**src/common/ramp_pkg.sv**
```systemverilog
package ramp_pkg;

   // ------------------------------------------------------------------
   // clock and scale
   // ------------------------------------------------------------------
   localparam int CLK_HZ        = 10_000_000;
   localparam int CLK_PER_MS    = CLK_HZ / 1000;
   localparam int VEL_W         = 12;
   localparam int RATE_W        = 16;
   localparam int FULL_SCALE    = 4095;
   localparam int FULL_SCALE_MV = 5000;

   // ------------------------------------------------------------------
   // ramp timing
   // ------------------------------------------------------------------
   localparam int RAMP_MIN_MS    = 25;
   localparam int RAMP_MAX_MS    = 15000;
   localparam int LEGACY_STOP_MS = 1000;
   localparam int TEST_STEP_MS   = 250;
   // cycles per output step; least time rounds up, longest rounds down
   localparam int RAMP_MIN_CYC =
      (RAMP_MIN_MS * CLK_PER_MS + FULL_SCALE - 1) / FULL_SCALE;
   localparam int RAMP_MAX_CYC = (RAMP_MAX_MS * CLK_PER_MS) / FULL_SCALE;
   localparam int LEGACY_STOP_CYC =
      (LEGACY_STOP_MS * CLK_PER_MS) / FULL_SCALE;
   localparam int TEST_STEP_CYC = TEST_STEP_MS * CLK_PER_MS;
   // start-from-rest offset of 1.875 units of a 5-unit full scale
   localparam int KICK_MV = 1875;
   localparam logic [VEL_W-1:0] KICK_MAG =
      VEL_W'((KICK_MV * FULL_SCALE) / FULL_SCALE_MV);

   // ------------------------------------------------------------------
   // register map (byte addresses)
   // ------------------------------------------------------------------
   localparam int ADDR_W = 8;
   localparam logic [ADDR_W-1:0] ADDR_FWD_HI   = 8'h00;
   localparam logic [ADDR_W-1:0] ADDR_FWD_LO   = 8'h04;
   localparam logic [ADDR_W-1:0] ADDR_REV_HI   = 8'h08;
   localparam logic [ADDR_W-1:0] ADDR_REV_LO   = 8'h0c;
   localparam logic [ADDR_W-1:0] ADDR_ACCEL    = 8'h10;
   localparam logic [ADDR_W-1:0] ADDR_STEP_DEC = 8'h14;
   localparam logic [ADDR_W-1:0] ADDR_STOP_DEC = 8'h18;
   localparam logic [ADDR_W-1:0] ADDR_STATUS   = 8'h1c;

   localparam logic [VEL_W-1:0]  VEL_RESET   = 12'h000;
   localparam logic [RATE_W-1:0] ACCEL_RESET = RATE_W'(LEGACY_STOP_CYC);
   localparam logic [RATE_W-1:0] STEP_RESET  = RATE_W'(LEGACY_STOP_CYC);
   localparam logic [RATE_W-1:0] STOP_RESET  = RATE_W'(LEGACY_STOP_CYC);

   // status fields
   localparam int STS_DONE  = 0;
   localparam int STS_FAULT = 1;
   localparam int STS_NEG   = 2;
   localparam int STS_SLOW  = 3;
   localparam int STS_STATE = 8;
   localparam int STS_MAG   = 16;

   // pin vector positions
   localparam int NUM_PINS = 5;
   localparam int PIN_FWD  = 0;
   localparam int PIN_REV  = 1;
   localparam int PIN_SEL  = 2;
   localparam int PIN_MODE = 3;
   localparam int PIN_TEST = 4;

   localparam int NUM_LEDS = 4;
   localparam int ST_W     = 7;

   typedef enum logic [ST_W-1:0] {
      ST_IDLE  = 7'h01,
      ST_ACCEL = 7'h02,
      ST_HOLD  = 7'h04,
      ST_STEP  = 7'h08,
      ST_STOP  = 7'h10,
      ST_TEST  = 7'h20,
      ST_FAULT = 7'h40
   } motion_t;

endpackage : ramp_pkg

```
**src/hdl/motion_ramp.sv**
```systemverilog
`timescale 1ns/10ps
module motion_ramp #(
   parameter int RAMP_MAX    = ramp_pkg::RAMP_MAX_CYC,
   parameter int TEST_STEP   = ramp_pkg::TEST_STEP_CYC
) (
   input  wire logic                           pclk,
   input  wire logic                           presetn,
   input  wire logic                           ce,
   input  wire logic                           psel,
   input  wire logic                           penable,
   input  wire logic                           pwrite,
   input  wire logic [ramp_pkg::ADDR_W-1:0]    paddr,
   input  wire logic [31:0]                    pwdata,
   output logic      [31:0]                    prdata,
   output logic                                pready,
   output logic                                pslverr,
   input  wire logic                           fwd_cmd,
   input  wire logic                           rev_cmd,
   input  wire logic                           speed_sel,
   input  wire logic                           mode_select_jumper,
   input  wire logic                           test_jumper,
   output logic      [ramp_pkg::VEL_W-1:0]     spool_mag,
   output logic                                spool_neg,
   output logic      [ramp_pkg::NUM_LEDS-1:0]  indicator
);
   import ramp_pkg::*;

   // ------------------------------------------------------------------
   // state
   // ------------------------------------------------------------------
   typedef struct packed {
      logic [NUM_PINS-1:0] sync1;
      logic [NUM_PINS-1:0] sync2;
      logic [VEL_W-1:0]    fwd_high_velocity;
      logic [VEL_W-1:0]    fwd_low_velocity;
      logic [VEL_W-1:0]    rev_high_velocity;
      logic [VEL_W-1:0]    rev_low_velocity;
      logic [RATE_W-1:0]   accel_rate_setting;
      logic [RATE_W-1:0]   speed_step_decel_rate;
      logic [RATE_W-1:0]   stop_decel_rate;
      logic [31:0]         rdata;
      motion_t             st;
      logic [VEL_W-1:0]    mag;
      logic                neg;
      logic [31:0]         test_cnt;
      logic [NUM_LEDS-1:0] led;
      logic                test_done;
      logic                fault;
      logic                mode_slow;
   } ramp_state_t;

   ramp_state_t s;
   ramp_state_t next_s;

   logic [NUM_PINS-1:0] pins_raw;
   logic                run;
   logic                cmd_fwd;
   logic                cmd_rev;
   logic                sel_eff;
   logic [VEL_W-1:0]    hi_mag;
   logic [VEL_W-1:0]    lo_raw;
   logic [VEL_W-1:0]    lo_mag;
   logic [VEL_W-1:0]    tgt_mag;
   logic [VEL_W-1:0]    want;
   logic [VEL_W-1:0]    kick_val;
   logic                reversal;
   motion_t             next_st;
   logic                restart;
   logic [RATE_W-1:0]   period;
   logic                tick;
   logic                wr_en;
   logic                rd_setup;
   logic                addr_ok;

   localparam logic [RATE_W-1:0] RATE_LO = RATE_W'(RAMP_MIN_CYC);
   localparam logic [RATE_W-1:0] RATE_HI = RATE_W'(RAMP_MAX);

   function automatic logic [RATE_W-1:0] clamp_rate(input logic [31:0] v);
      if (v < 32'(RATE_LO))
         return RATE_LO;
      else if (v > 32'(RATE_HI))
         return RATE_HI;
      else
         return v[RATE_W-1:0];
   endfunction : clamp_rate

   // ------------------------------------------------------------------
   // command decode
   // ------------------------------------------------------------------
   assign pins_raw = {test_jumper, mode_select_jumper, speed_sel,
                      rev_cmd, fwd_cmd};
   assign run      = ce && s.test_done && !s.fault;

   assign cmd_fwd  = s.sync2[PIN_FWD] && !s.sync2[PIN_REV];
   assign cmd_rev  = s.sync2[PIN_REV] && !s.sync2[PIN_FWD];
   assign sel_eff  = s.mode_slow || s.sync2[PIN_SEL];
   assign hi_mag   = cmd_rev ? s.rev_high_velocity : s.fwd_high_velocity;
   assign lo_raw   = cmd_rev ? s.rev_low_velocity : s.fwd_low_velocity;
   assign lo_mag   = (lo_raw > hi_mag) ? hi_mag : lo_raw;
   // high target on select or in slow mode; low target otherwise, clamped to high
   assign tgt_mag  = (cmd_fwd || cmd_rev) ? (sel_eff ? hi_mag : lo_mag)
                                          : '0;
   // a reversal must pass through zero first, at the stop rate (step rate in slow mode)
   assign reversal = (s.mag != '0) && (cmd_fwd || cmd_rev)
                     && (s.neg != cmd_rev);
   assign want     = reversal ? '0 : tgt_mag;
   assign kick_val = (want < KICK_MAG) ? want : KICK_MAG;

   // ------------------------------------------------------------------
   // motion sequencing
   // ------------------------------------------------------------------
   always_comb
   begin
      next_st = s.st;
      if (run)
      begin
         if (s.mag < want)
            next_st = ST_ACCEL;
         else if (s.mag > want)
            // stop state when target is zero (command gone or reversal); step state otherwise
            next_st = (want == '0) ? ST_STOP : ST_STEP;
         else
            next_st = (s.mag == '0) ? ST_IDLE : ST_HOLD;
      end
   end

   assign restart = (next_st != s.st);

   always_comb
   begin
      case (s.st)
         ST_ACCEL: period = s.accel_rate_setting;
         ST_STEP:  period = s.speed_step_decel_rate;
         ST_STOP:  period = s.mode_slow ? s.speed_step_decel_rate
                                        : s.stop_decel_rate;
         default:  period = s.stop_decel_rate;
      endcase
   end

   rate_tick #(
      .RATE_W (RATE_W)
   ) u_tick (
      .pclk    (pclk),
      .presetn (presetn),
      .ce      (ce),
      .restart (restart),
      .period  (period),
      .tick    (tick)
   );

   // ------------------------------------------------------------------
   // bus decode
   // ------------------------------------------------------------------
   assign wr_en    = psel && penable && pwrite;
   assign rd_setup = psel && !penable && !pwrite;
   assign addr_ok  = (paddr[1:0] == 2'h0) && (paddr <= ADDR_STATUS);
   // zero wait state: read data is latched in the setup cycle
   assign pready   = 1'b1;
   assign pslverr  = psel && penable && !addr_ok;
   assign prdata   = s.rdata;

   assign spool_mag = s.mag;
   assign spool_neg = s.neg;
   assign indicator = s.led;

   always_comb
   begin
      next_s = s;
      if (ce)
      begin
         next_s.sync1 = pins_raw;
         next_s.sync2 = s.sync1;

         if (wr_en)
         begin
            if (paddr == ADDR_FWD_HI)
               next_s.fwd_high_velocity = pwdata[VEL_W-1:0];
            else if (paddr == ADDR_FWD_LO)
               next_s.fwd_low_velocity = pwdata[VEL_W-1:0];
            else if (paddr == ADDR_REV_HI)
               next_s.rev_high_velocity = pwdata[VEL_W-1:0];
            else if (paddr == ADDR_REV_LO)
               next_s.rev_low_velocity = pwdata[VEL_W-1:0];
            else if (paddr == ADDR_ACCEL)
               next_s.accel_rate_setting = clamp_rate(pwdata);
            else if (paddr == ADDR_STEP_DEC)
               next_s.speed_step_decel_rate = clamp_rate(pwdata);
            else if (paddr == ADDR_STOP_DEC)
               next_s.stop_decel_rate = clamp_rate(pwdata);
         end

         if (rd_setup)
         begin
            next_s.rdata = '0;
            if (paddr == ADDR_FWD_HI)
               next_s.rdata[VEL_W-1:0] = s.fwd_high_velocity;
            else if (paddr == ADDR_FWD_LO)
               next_s.rdata[VEL_W-1:0] = s.fwd_low_velocity;
            else if (paddr == ADDR_REV_HI)
               next_s.rdata[VEL_W-1:0] = s.rev_high_velocity;
            else if (paddr == ADDR_REV_LO)
               next_s.rdata[VEL_W-1:0] = s.rev_low_velocity;
            else if (paddr == ADDR_ACCEL)
               next_s.rdata[RATE_W-1:0] = s.accel_rate_setting;
            else if (paddr == ADDR_STEP_DEC)
               next_s.rdata[RATE_W-1:0] = s.speed_step_decel_rate;
            else if (paddr == ADDR_STOP_DEC)
               next_s.rdata[RATE_W-1:0] = s.stop_decel_rate;
            else if (paddr == ADDR_STATUS)
            begin
               next_s.rdata[STS_DONE]  = s.test_done;
               next_s.rdata[STS_FAULT] = s.fault;
               next_s.rdata[STS_NEG]   = s.neg;
               next_s.rdata[STS_SLOW]  = s.mode_slow;
               next_s.rdata[STS_STATE +: ST_W]  = s.st;
               next_s.rdata[STS_MAG +: VEL_W]   = s.mag;
            end
         end

         if (s.st == ST_TEST)
         begin
            if (s.test_cnt == 32'(TEST_STEP - 1))
            begin
               next_s.test_cnt = '0;
               if (s.led[NUM_LEDS-1])
               begin
                  next_s.test_done = 1'b1;
                  // strap caught at end of test, not under reset
                  next_s.mode_slow = s.sync2[PIN_MODE];
                  // jumper or live inputs at power up
                  if (s.sync2[PIN_TEST] || s.sync2[PIN_FWD]
                      || s.sync2[PIN_REV] || s.sync2[PIN_SEL])
                  begin
                     next_s.fault = 1'b1;
                     next_s.st    = ST_FAULT;
                     next_s.led   = '1;
                  end
                  else
                  begin
                     next_s.st  = ST_IDLE;
                     next_s.led = '0;
                  end
               end
               else
                  next_s.led = s.led << 1;
            end
            else
               next_s.test_cnt = s.test_cnt + 32'h0000_0001;
         end
         else if (run)
         begin
            next_s.st = next_st;
            if ((s.mag == '0) && (want != '0))
            begin
               next_s.mag = kick_val;
               next_s.neg = cmd_rev;
            end
            // low to high uses accel rate
            else if ((s.mag < want) && tick)
               next_s.mag = s.mag + 1'b1;
            else if ((s.mag > want) && tick)
               next_s.mag = s.mag - 1'b1;
         end
      end
   end

   always_ff @(posedge pclk or negedge presetn)
   begin
      if (!presetn)
      begin
         s                       <= '0;
         s.fwd_high_velocity     <= VEL_RESET;
         s.fwd_low_velocity      <= VEL_RESET;
         s.rev_high_velocity     <= VEL_RESET;
         s.rev_low_velocity      <= VEL_RESET;
         s.accel_rate_setting    <= ACCEL_RESET;
         s.speed_step_decel_rate <= STEP_RESET;
         s.stop_decel_rate       <= STOP_RESET;
         s.st                    <= ST_TEST;
         s.led                   <= NUM_LEDS'(1);
      end
      else
         s <= next_s;
   end
endmodule : motion_ramp

```
**src/hdl/rate_tick.sv**
```systemverilog
`timescale 1ns/10ps
module rate_tick #(
   parameter int RATE_W = ramp_pkg::RATE_W
) (
   input  wire logic              pclk,
   input  wire logic              presetn,
   input  wire logic              ce,
   input  wire logic              restart,
   input  wire logic [RATE_W-1:0] period,
   output logic                   tick
);
   import ramp_pkg::*;

   typedef struct packed {
      logic [RATE_W-1:0] cnt;
   } tick_state_t;

   tick_state_t s;
   tick_state_t next_s;

   // period is never below the ramp minimum, so no zero case
   assign tick = ce && !restart && (s.cnt >= period - 1'b1);

   always_comb
   begin
      next_s = s;
      if (ce)
      begin
         if (restart || tick)
            next_s.cnt = '0;
         else
            next_s.cnt = s.cnt + 1'b1;
      end
   end

   always_ff @(posedge pclk or negedge presetn)
   begin
      if (!presetn)
         s <= '0;
      else
         s <= next_s;
   end

endmodule : rate_tick

```
**config.mk**
```make
export PLATFORM = sky130hd
export DESIGN_NAME = motion_ramp
export DESIGN_NICKNAME = d
export VERILOG_FILES = /design/src/common/ramp_pkg.sv /design/src/hdl/motion_ramp.sv /design/src/hdl/rate_tick.sv
export SDC_FILE = /design/constraint.sdc
export NUM_CORES = 1
export LEC_CHECK = 0
export ABC_AREA = 1
export ABC_CLOCK_PERIOD_IN_PS = 7600
export BUFFER_PORTS_ARGS = -buffer_cell sky130_fd_sc_hd__buf_2
export CORE_ASPECT_RATIO = 0.7
export CORE_MARGIN = 1
export CORE_UTILIZATION = 47
export CTS_CLUSTER_SIZE = 30
export DETAILED_ROUTE_END_ITERATION = 16
export HOLD_SLACK_MARGIN = 0.12
export PLACE_DENSITY = 0.73
export RECOVER_POWER = 50
export SLEW_MARGIN = 20
export SYNTH_ARGS = -nofsm -noshare
export SYNTH_HDL_FRONTEND = slang
export SYNTH_SLANG_ARGS = --single-unit
```
**constraint.sdc**
```tcl
create_clock -name pclk -period 7.6 [get_ports pclk]
set_input_delay 2.28 -clock pclk [delete_from_list [all_inputs] [get_ports pclk]]
set_output_delay 2.28 -clock pclk [all_outputs]
set_load 0.03 [all_outputs]
```
==> results.toml, run 1 <==
[drt]
vias_per_cell = 5.569
drt_wl_total_mm = 36.55
wire_per_inst_um = 17.80
ant_nets = 0
drc = 0
drtPass1Iterations = 5
drt-initial-drc-count = 1027
num_vias = 11430

[worst_setup_path]
worstPathArrival_ns = 7.30
start_kind = "flop"
path_delay_family = "simple AND/OR/NAND/NOR gates"
cp_slowest_cell = "fa_1"
cp.buffers_inverters = 7
endpoint_kind = "flop"
path_class = "reg2reg"
rrSetupSlack_ns = 0.71
crit_fanout = 13
crit_path_frequent_cell = "nand2_1"
max_stage_delay_ns = 0.40
required_ns = 8.01

[global_routing]
grt_overflow = 0
grt_pass1_vias = 10920
antenna_found_initial = 1
grt_pass1_wl_mm = 58.83
track_usage_pct = 26.10
grt_start_max_net_pins = 171

[synthesis]
synth_top_area_share_pct = 37.12
yosysSeqAreaShare_pct = 40.57
synth_edf_count = 0
netlist_top_cells_area = "dfrtp_1, nand2_1, o21ai_0, inv_1, ha_1"
syn-instance-count = 1629
synth_largest_area_cell = "dfrtp_1"
yosysWarnings = 0
synth_ff_type = "dfrtp_1"
async_flop_share_pct = 100.0
ys_ff_latch = 209
syn-cell-area_mm2 = 0.01294
ys_types = 65
synth.avg_cell_area_um2 = 7.946

[timing]
whs_ns = 0.4773
rsz0062_at_grt = "no"
max_slew_margin_pct = -57.83
period_share_pct = 90.61
final_max_slew_viol_count = 212
setup_viol = 0
fin_skew_ns = 0.008818
max_clock_freq_ghz = 0.1452
finalHoldViolations = 0
tightest_slew_ns = 2.367
setup_tns_ns = 0
finalCriticalPeriod_ns = 6.887

[placement]
place_congestion = 0.9515
hpwl_mm = 27.19
io_buffers = 96

[power]
ir_drop_uv = 142.6
power-per-cell-area_mw_per_mm2 = 193.1
p_leak_uw = 0.006785
fin_total_pwr_uw = 2750

[cts]
root_buffer = "clkbuf_16"
cts_tree = "yes"
cts_buffers = 23
hold_buffers = 0
clk_latency_ns = 0.53
cts_max_path_buffers = 3
h-tree-depth = 1
clock_sinks = 209
path_clk_slew_ns = 0.06

[cells_and_area]
areaGrowthSynthToFinish_pct = 10.02
multi_input_area_mm2 = 0.006334
ff_latch_area_mm2 = 0.005251
nets = 1777
drive_gt1_share_pct = 14.57
fillCellCount = 2577

[floorplanning]
core_mm2 = 0.02690
std_cell_rows = 50
die_width_um = 200.4
io_pins = 102
start_util_pct = 48.12
die_area_mm2 = 0.02822
dieHeight_um = 140.8

[flow_run]
maxCapViolCount = 2

[min_path]
hold_path.class = "reg2reg"

[run_status]
failed_checks = "capacitance limit, slew limit"
outcome = "finished, violations left"
-- layout make-up --
class | instances | share of cell area (%)
Tap cell | 364 | 3.198
Clock buffer | 27 | 4.428
Antenna cell | 1 | 0.01757
Multi-Input combinational cell | 1125 | 44.47
Sequential cell | 209 | 36.87
Clock inverter | 15 | 1.713
Timing Repair Buffer | 107 | 3.883
Inverter | 205 | 5.412
-- worst register-to-register path: cells and delay by family, from the launching register on --
kind | cells | cell delay (ns)
fa+ha+maj | 4 | 1.34
buf+inv | 7 | 0.69
simple gates | 22 | 2.62
compound gates | 11 | 1.56
flops | 1 | 0.38
xor+xnor | 1 | 0.15
-- repair_timing --
item	4_1_cts	5_1_grt
buffers inserted	0	0
gates resized for setup	0	3
endpoints found under the setup margin	0	3
-- power breakdown --
group          total, uW  internal [uW]  switching [uW]  leakage, uW
Clock               1300            802             493     0.000428
Combinational        265           84.9             180      0.00370
Sequential          1190           1150            37.8      0.00266
-- cell families (layout without fill, tap and decap cells) --
family	count (synthesis)	in the layout	synth area share, %
fa+ha+maj	55	55	5.375
mux	7	7	0.5413
other cells	2	6	0.05802
buf+inv	298	354	10.71
simple gates	679	679	24.25
xor+xnor	47	47	3.180
flops	209	209	40.57
compound gates	332	332	15.31
-- Yosys cell counts (21+ instances only) --
| cell type | number |
|---|---|
| a21oi_1 | 58 |
| buf_4 | 51 |
| clkbuf_1 | 30 |
| dfrtp_1 | 192 |
| ha_1 | 54 |
| inv_1 | 181 |
| inv_2 | 21 |
| nand2_1 | 364 |
| nand3_1 | 59 |
| nand4_1 | 28 |
| nor2_1 | 104 |
| nor3_1 | 33 |
| nor4_1 | 23 |
| o21ai_0 | 168 |
| xor2_1 | 40 |
-- per-layer routing --
metal	up-vias	track usage (%)	share of wire (%)
met2	497	39.60	43
met5	-	0	0
li1	5481	-	-
met1	5391	37.82	45
met3	64	4.531	8.1
met4	0	8.317	3.0
-- registers in the layout, indices dropped and copies added (netlist names) --
| register | cells |
|---|---|
| spool_neg | 1 |
| s | 148 |
| spool_mag | 12 |
| prdata | 28 |
| indicator | 4 |
| u_tick.s | 16 |
-- layout by cell type (no fill, tap or decap), drive strengths merged, types with 3 or more instances in the layout --
| master | netlist | final |
|---|---|---|
| nand2 | 377 | 377 |
| inv | 202 | 205 |
| dfrtp | 192 | 192 |
| o21ai | 177 | 177 |
| nor2 | 117 | 117 |
| buf | 62 | 97 |
| nand3 | 77 | 77 |
| a21oi | 64 | 64 |
| ha | 54 | 54 |
| xor2 | 40 | 40 |
| nor3 | 40 | 40 |
| clkbuf | 31 | 37 |
| nand4 | 29 | 29 |
| nor4 | 24 | 24 |
| a221oi | 18 | 18 |
| dfstp | 17 | 17 |
| a22oi | 14 | 14 |
| o21a | 9 | 9 |
| o22ai | 8 | 8 |
| mux2i | 7 | 7 |
| a211oi | 7 | 7 |
| xnor2 | 7 | 7 |
| o2111ai | 7 | 7 |
| clkinv | 3 | 7 |
| bufinv | 0 | 6 |
| o221ai | 5 | 5 |
| conb | 2 | 5 |
| nand3b | 4 | 4 |
| o211ai | 4 | 4 |
| a31oi | 4 | 4 |
| or2 | 3 | 3 |
| and3 | 3 | 3 |
| a21o | 3 | 3 |
| a22o | 3 | 3 |
-- per-stage QoR --
step / cells / worst slack (ns) / util [%] / cell area [um^2]
2_1_floorplan: 1632 / 1.364 / - / 12950
3_3_place_gp: 2010 / 0.7905 / 49.76 / 13390
3_5_place_dp: 2010 / 0.5251 / 49.76 / 13390
4_1_cts: 2052 / 0.4544 / 53.01 / 14260
5_1_grt: 2052 / 0.1108 / 52.93 / 14240
6_report: 2053 / 0.7134 / 52.94 / 14240
-- worst paths after layout --
check / startpoint / endpoint / cells past startpoint
max in group asynchronous: presetn / spool_mag[9] / 2
min in group asynchronous: presetn / prdata[9] / 1
worst max register to register: s[187] / spool_mag[10] / 45
worst min-delay path: s[194] / s[194] / 2
worst min register to register: s[194] / s[194] / 2
worst max-delay path: s[187] / spool_mag[10] / 45
No activity file was read; power rests on OpenSTA's default activity.
==> run 2, diff against run 1 <==
--- a/config.mk
+++ b/config.mk
@@ -16,6 +16,7 @@
 export HOLD_SLACK_MARGIN = 0.12
 export PLACE_DENSITY = 0.73
 export RECOVER_POWER = 50
+export REMOVE_ABC_BUFFERS = 1
 export SLEW_MARGIN = 20
 export SYNTH_ARGS = -nofsm -noshare
 export SYNTH_HDL_FRONTEND = slang
==> run 2 against run 1 <==
Net effect: the run still ends with capacitance limit, slew limit left; sequential share of layout area increased by 0.49 points; design area decreased by 1.3%; sequential cell count is the same; fmax decreased by 0.86%; global-route usage fell by 0.51 points; non-clock buffer count stayed put; first-iteration DRC count rose by 22%; clock skew increased by 0.014 ns; worst setup slack worse by 0.060 ns.
==> results.toml, run 2 (same netlist as run 1, synthesis figures left out) <==
[global_routing]
grt_start_max_net_pins = 119
antenna_found_initial = 0
track_usage_pct = 25.59
grt_overflow = 0
grt_pass1_vias = 10630
grt_pass1_wl_mm = 57.87

[drt]
drt_wl_total_mm = 35.99
drc = 0
vias_per_cell = 5.612
num_vias = 11510
ant_nets = 0
wire_per_inst_um = 17.56
drtPass1Iterations = 6
drt-initial-drc-count = 1251

[timing]
max_slew_margin_pct = -234.9
whs_ns = 0.4743
final_max_slew_viol_count = 93
rsz0062_at_grt = "no"
setup_tns_ns = 0
finalHoldViolations = 0
setup_viol = 0
max_clock_freq_ghz = 0.1440
fin_skew_ns = 0.02260
tightest_slew_ns = 5.024
finalCriticalPeriod_ns = 6.947
period_share_pct = 91.40

[worst_setup_path]
max_stage_delay_ns = 0.54
start_kind = "flop"
crit_fanout = 38
cp_slowest_cell = "mux2i_1"
rrSetupSlack_ns = 0.65
required_ns = 8.00
path_class = "reg2reg"
endpoint_kind = "flop"
worstPathArrival_ns = 7.35
crit_path_frequent_cell = "nand2_1"

[cells_and_area]
antennaDiodeCount = 0
regMostFlops = "s"
areaGrowthSynthToFinish_pct = 8.574
nets = 1776
layoutNonFillerInstCount = 2050
design_area_mm2 = 0.01405
final_common_cell = "nand2_1"
drive_gt1_share_pct = 13.94
final_cell_mix = "nand2_1, dfrtp_1, inv_1, o21ai_0, nor2_1"
largest_reg_flops = 148

[cts]
cts-resized-gates = 0
h-tree-depth = 1
root_buffer = "clkbuf_16"
path_clk_slew_ns = 0.06
cts_setup_buffers = 0
cts_max_path_buffers = 3
clock_sinks = 209
cts_tree = "yes"
cts_buffers = 22
hold_buffers = 0
clk_latency_ns = 0.53

[run_status]
failed_checks = "capacitance limit, slew limit"
outcome = "finished, violations left"

[power]
ir_drop_uv = 128.4
power-per-cell-area_mw_per_mm2 = 177.8
p_leak_uw = 0.006696
fin_total_pwr_uw = 2498

[floorplanning]
start_util_pct = 48.12
std_cell_rows = 50
die_area_mm2 = 0.02822
io_pins = 102
dieHeight_um = 140.8
die_width_um = 200.4
core_mm2 = 0.02690

[placement]
placed_cell_area_mm2 = 0.01339
io_buffers = 96
dp.cells = 2010
hpwl_mm = 26.79
place_congestion = 0.9577

[flow_run]
maxCapViolCount = 1

[min_path]
hold_path.class = "reg2reg"
## run 2: cell count changes in the layout (fill, tap and decap cells not counted), moves of 2 or more
cell,change
clkinv_2,+2
bufinv_16,-6
inv_6,-2
clkbuf_1,+7
buf_12,+2
## run 2: metal layers
metal	vias up	GRT usage, %	wire length [um]
met4	0	4.942	611
met3	45	5.086	3431
li1	5486	-	-
met1	5475	39.52	17140
met2	499	36.79	14810
met5	-	0	0
## run 2: through the flow
stage                     util, %  setup WS [ns]
final                       52.24         0.6533
after global routing        52.24        0.01513
after CTS                   52.30         0.5677
after detailed placement    49.76         0.5887
after global placement      49.76         0.7695
after floorplan                 -         0.6676
## run 2: area by class of cell
type | instances | area [um^2]
sequential | 209 | 5251
clock buffer | 32 | 639.4
timing repair buffer | 107 | 573.1
fill | 2602 | 12850
tap | 364 | 455.4
clock inverter | 8 | 45.04
multi-input combinational | 1125 | 6319
inverter | 205 | 770.7
## run 2: where the power goes
group | switching (uW) | leakage [uW] | total [uW] | internal [uW]
Combinational | 180 | 0.00370 | 265 | 84.5
Sequential | 36.7 | 0.00266 | 1190 | 1150
Clock | 460 | 0.000336 | 1050 | 585
Total | 677 | 0.00670 | 2500 | 1820
## run 2: worst paths after layout
check,from,endpoint,depth (start not counted)
max in group asynchronous,presetn,s[138],1
worst max register to register,s[187],spool_mag[10],45
worst min-delay path,s[196],s[196],2
min in group asynchronous,presetn,spool_mag[7],1
worst min register to register,s[196],s[196],2
worst max-delay path,s[187],spool_mag[10],45
## run 2: worst max-delay path: cells and delay by family (launching register included)
family | cells | cell delay (ns)
mux | 1 | 0.54
simple gates | 22 | 2.38
xor+xnor | 1 | 0.15
buf+inv | 8 | 0.74
fa+ha+maj | 4 | 1.25
flops | 1 | 0.38
compound gates | 9 | 1.31
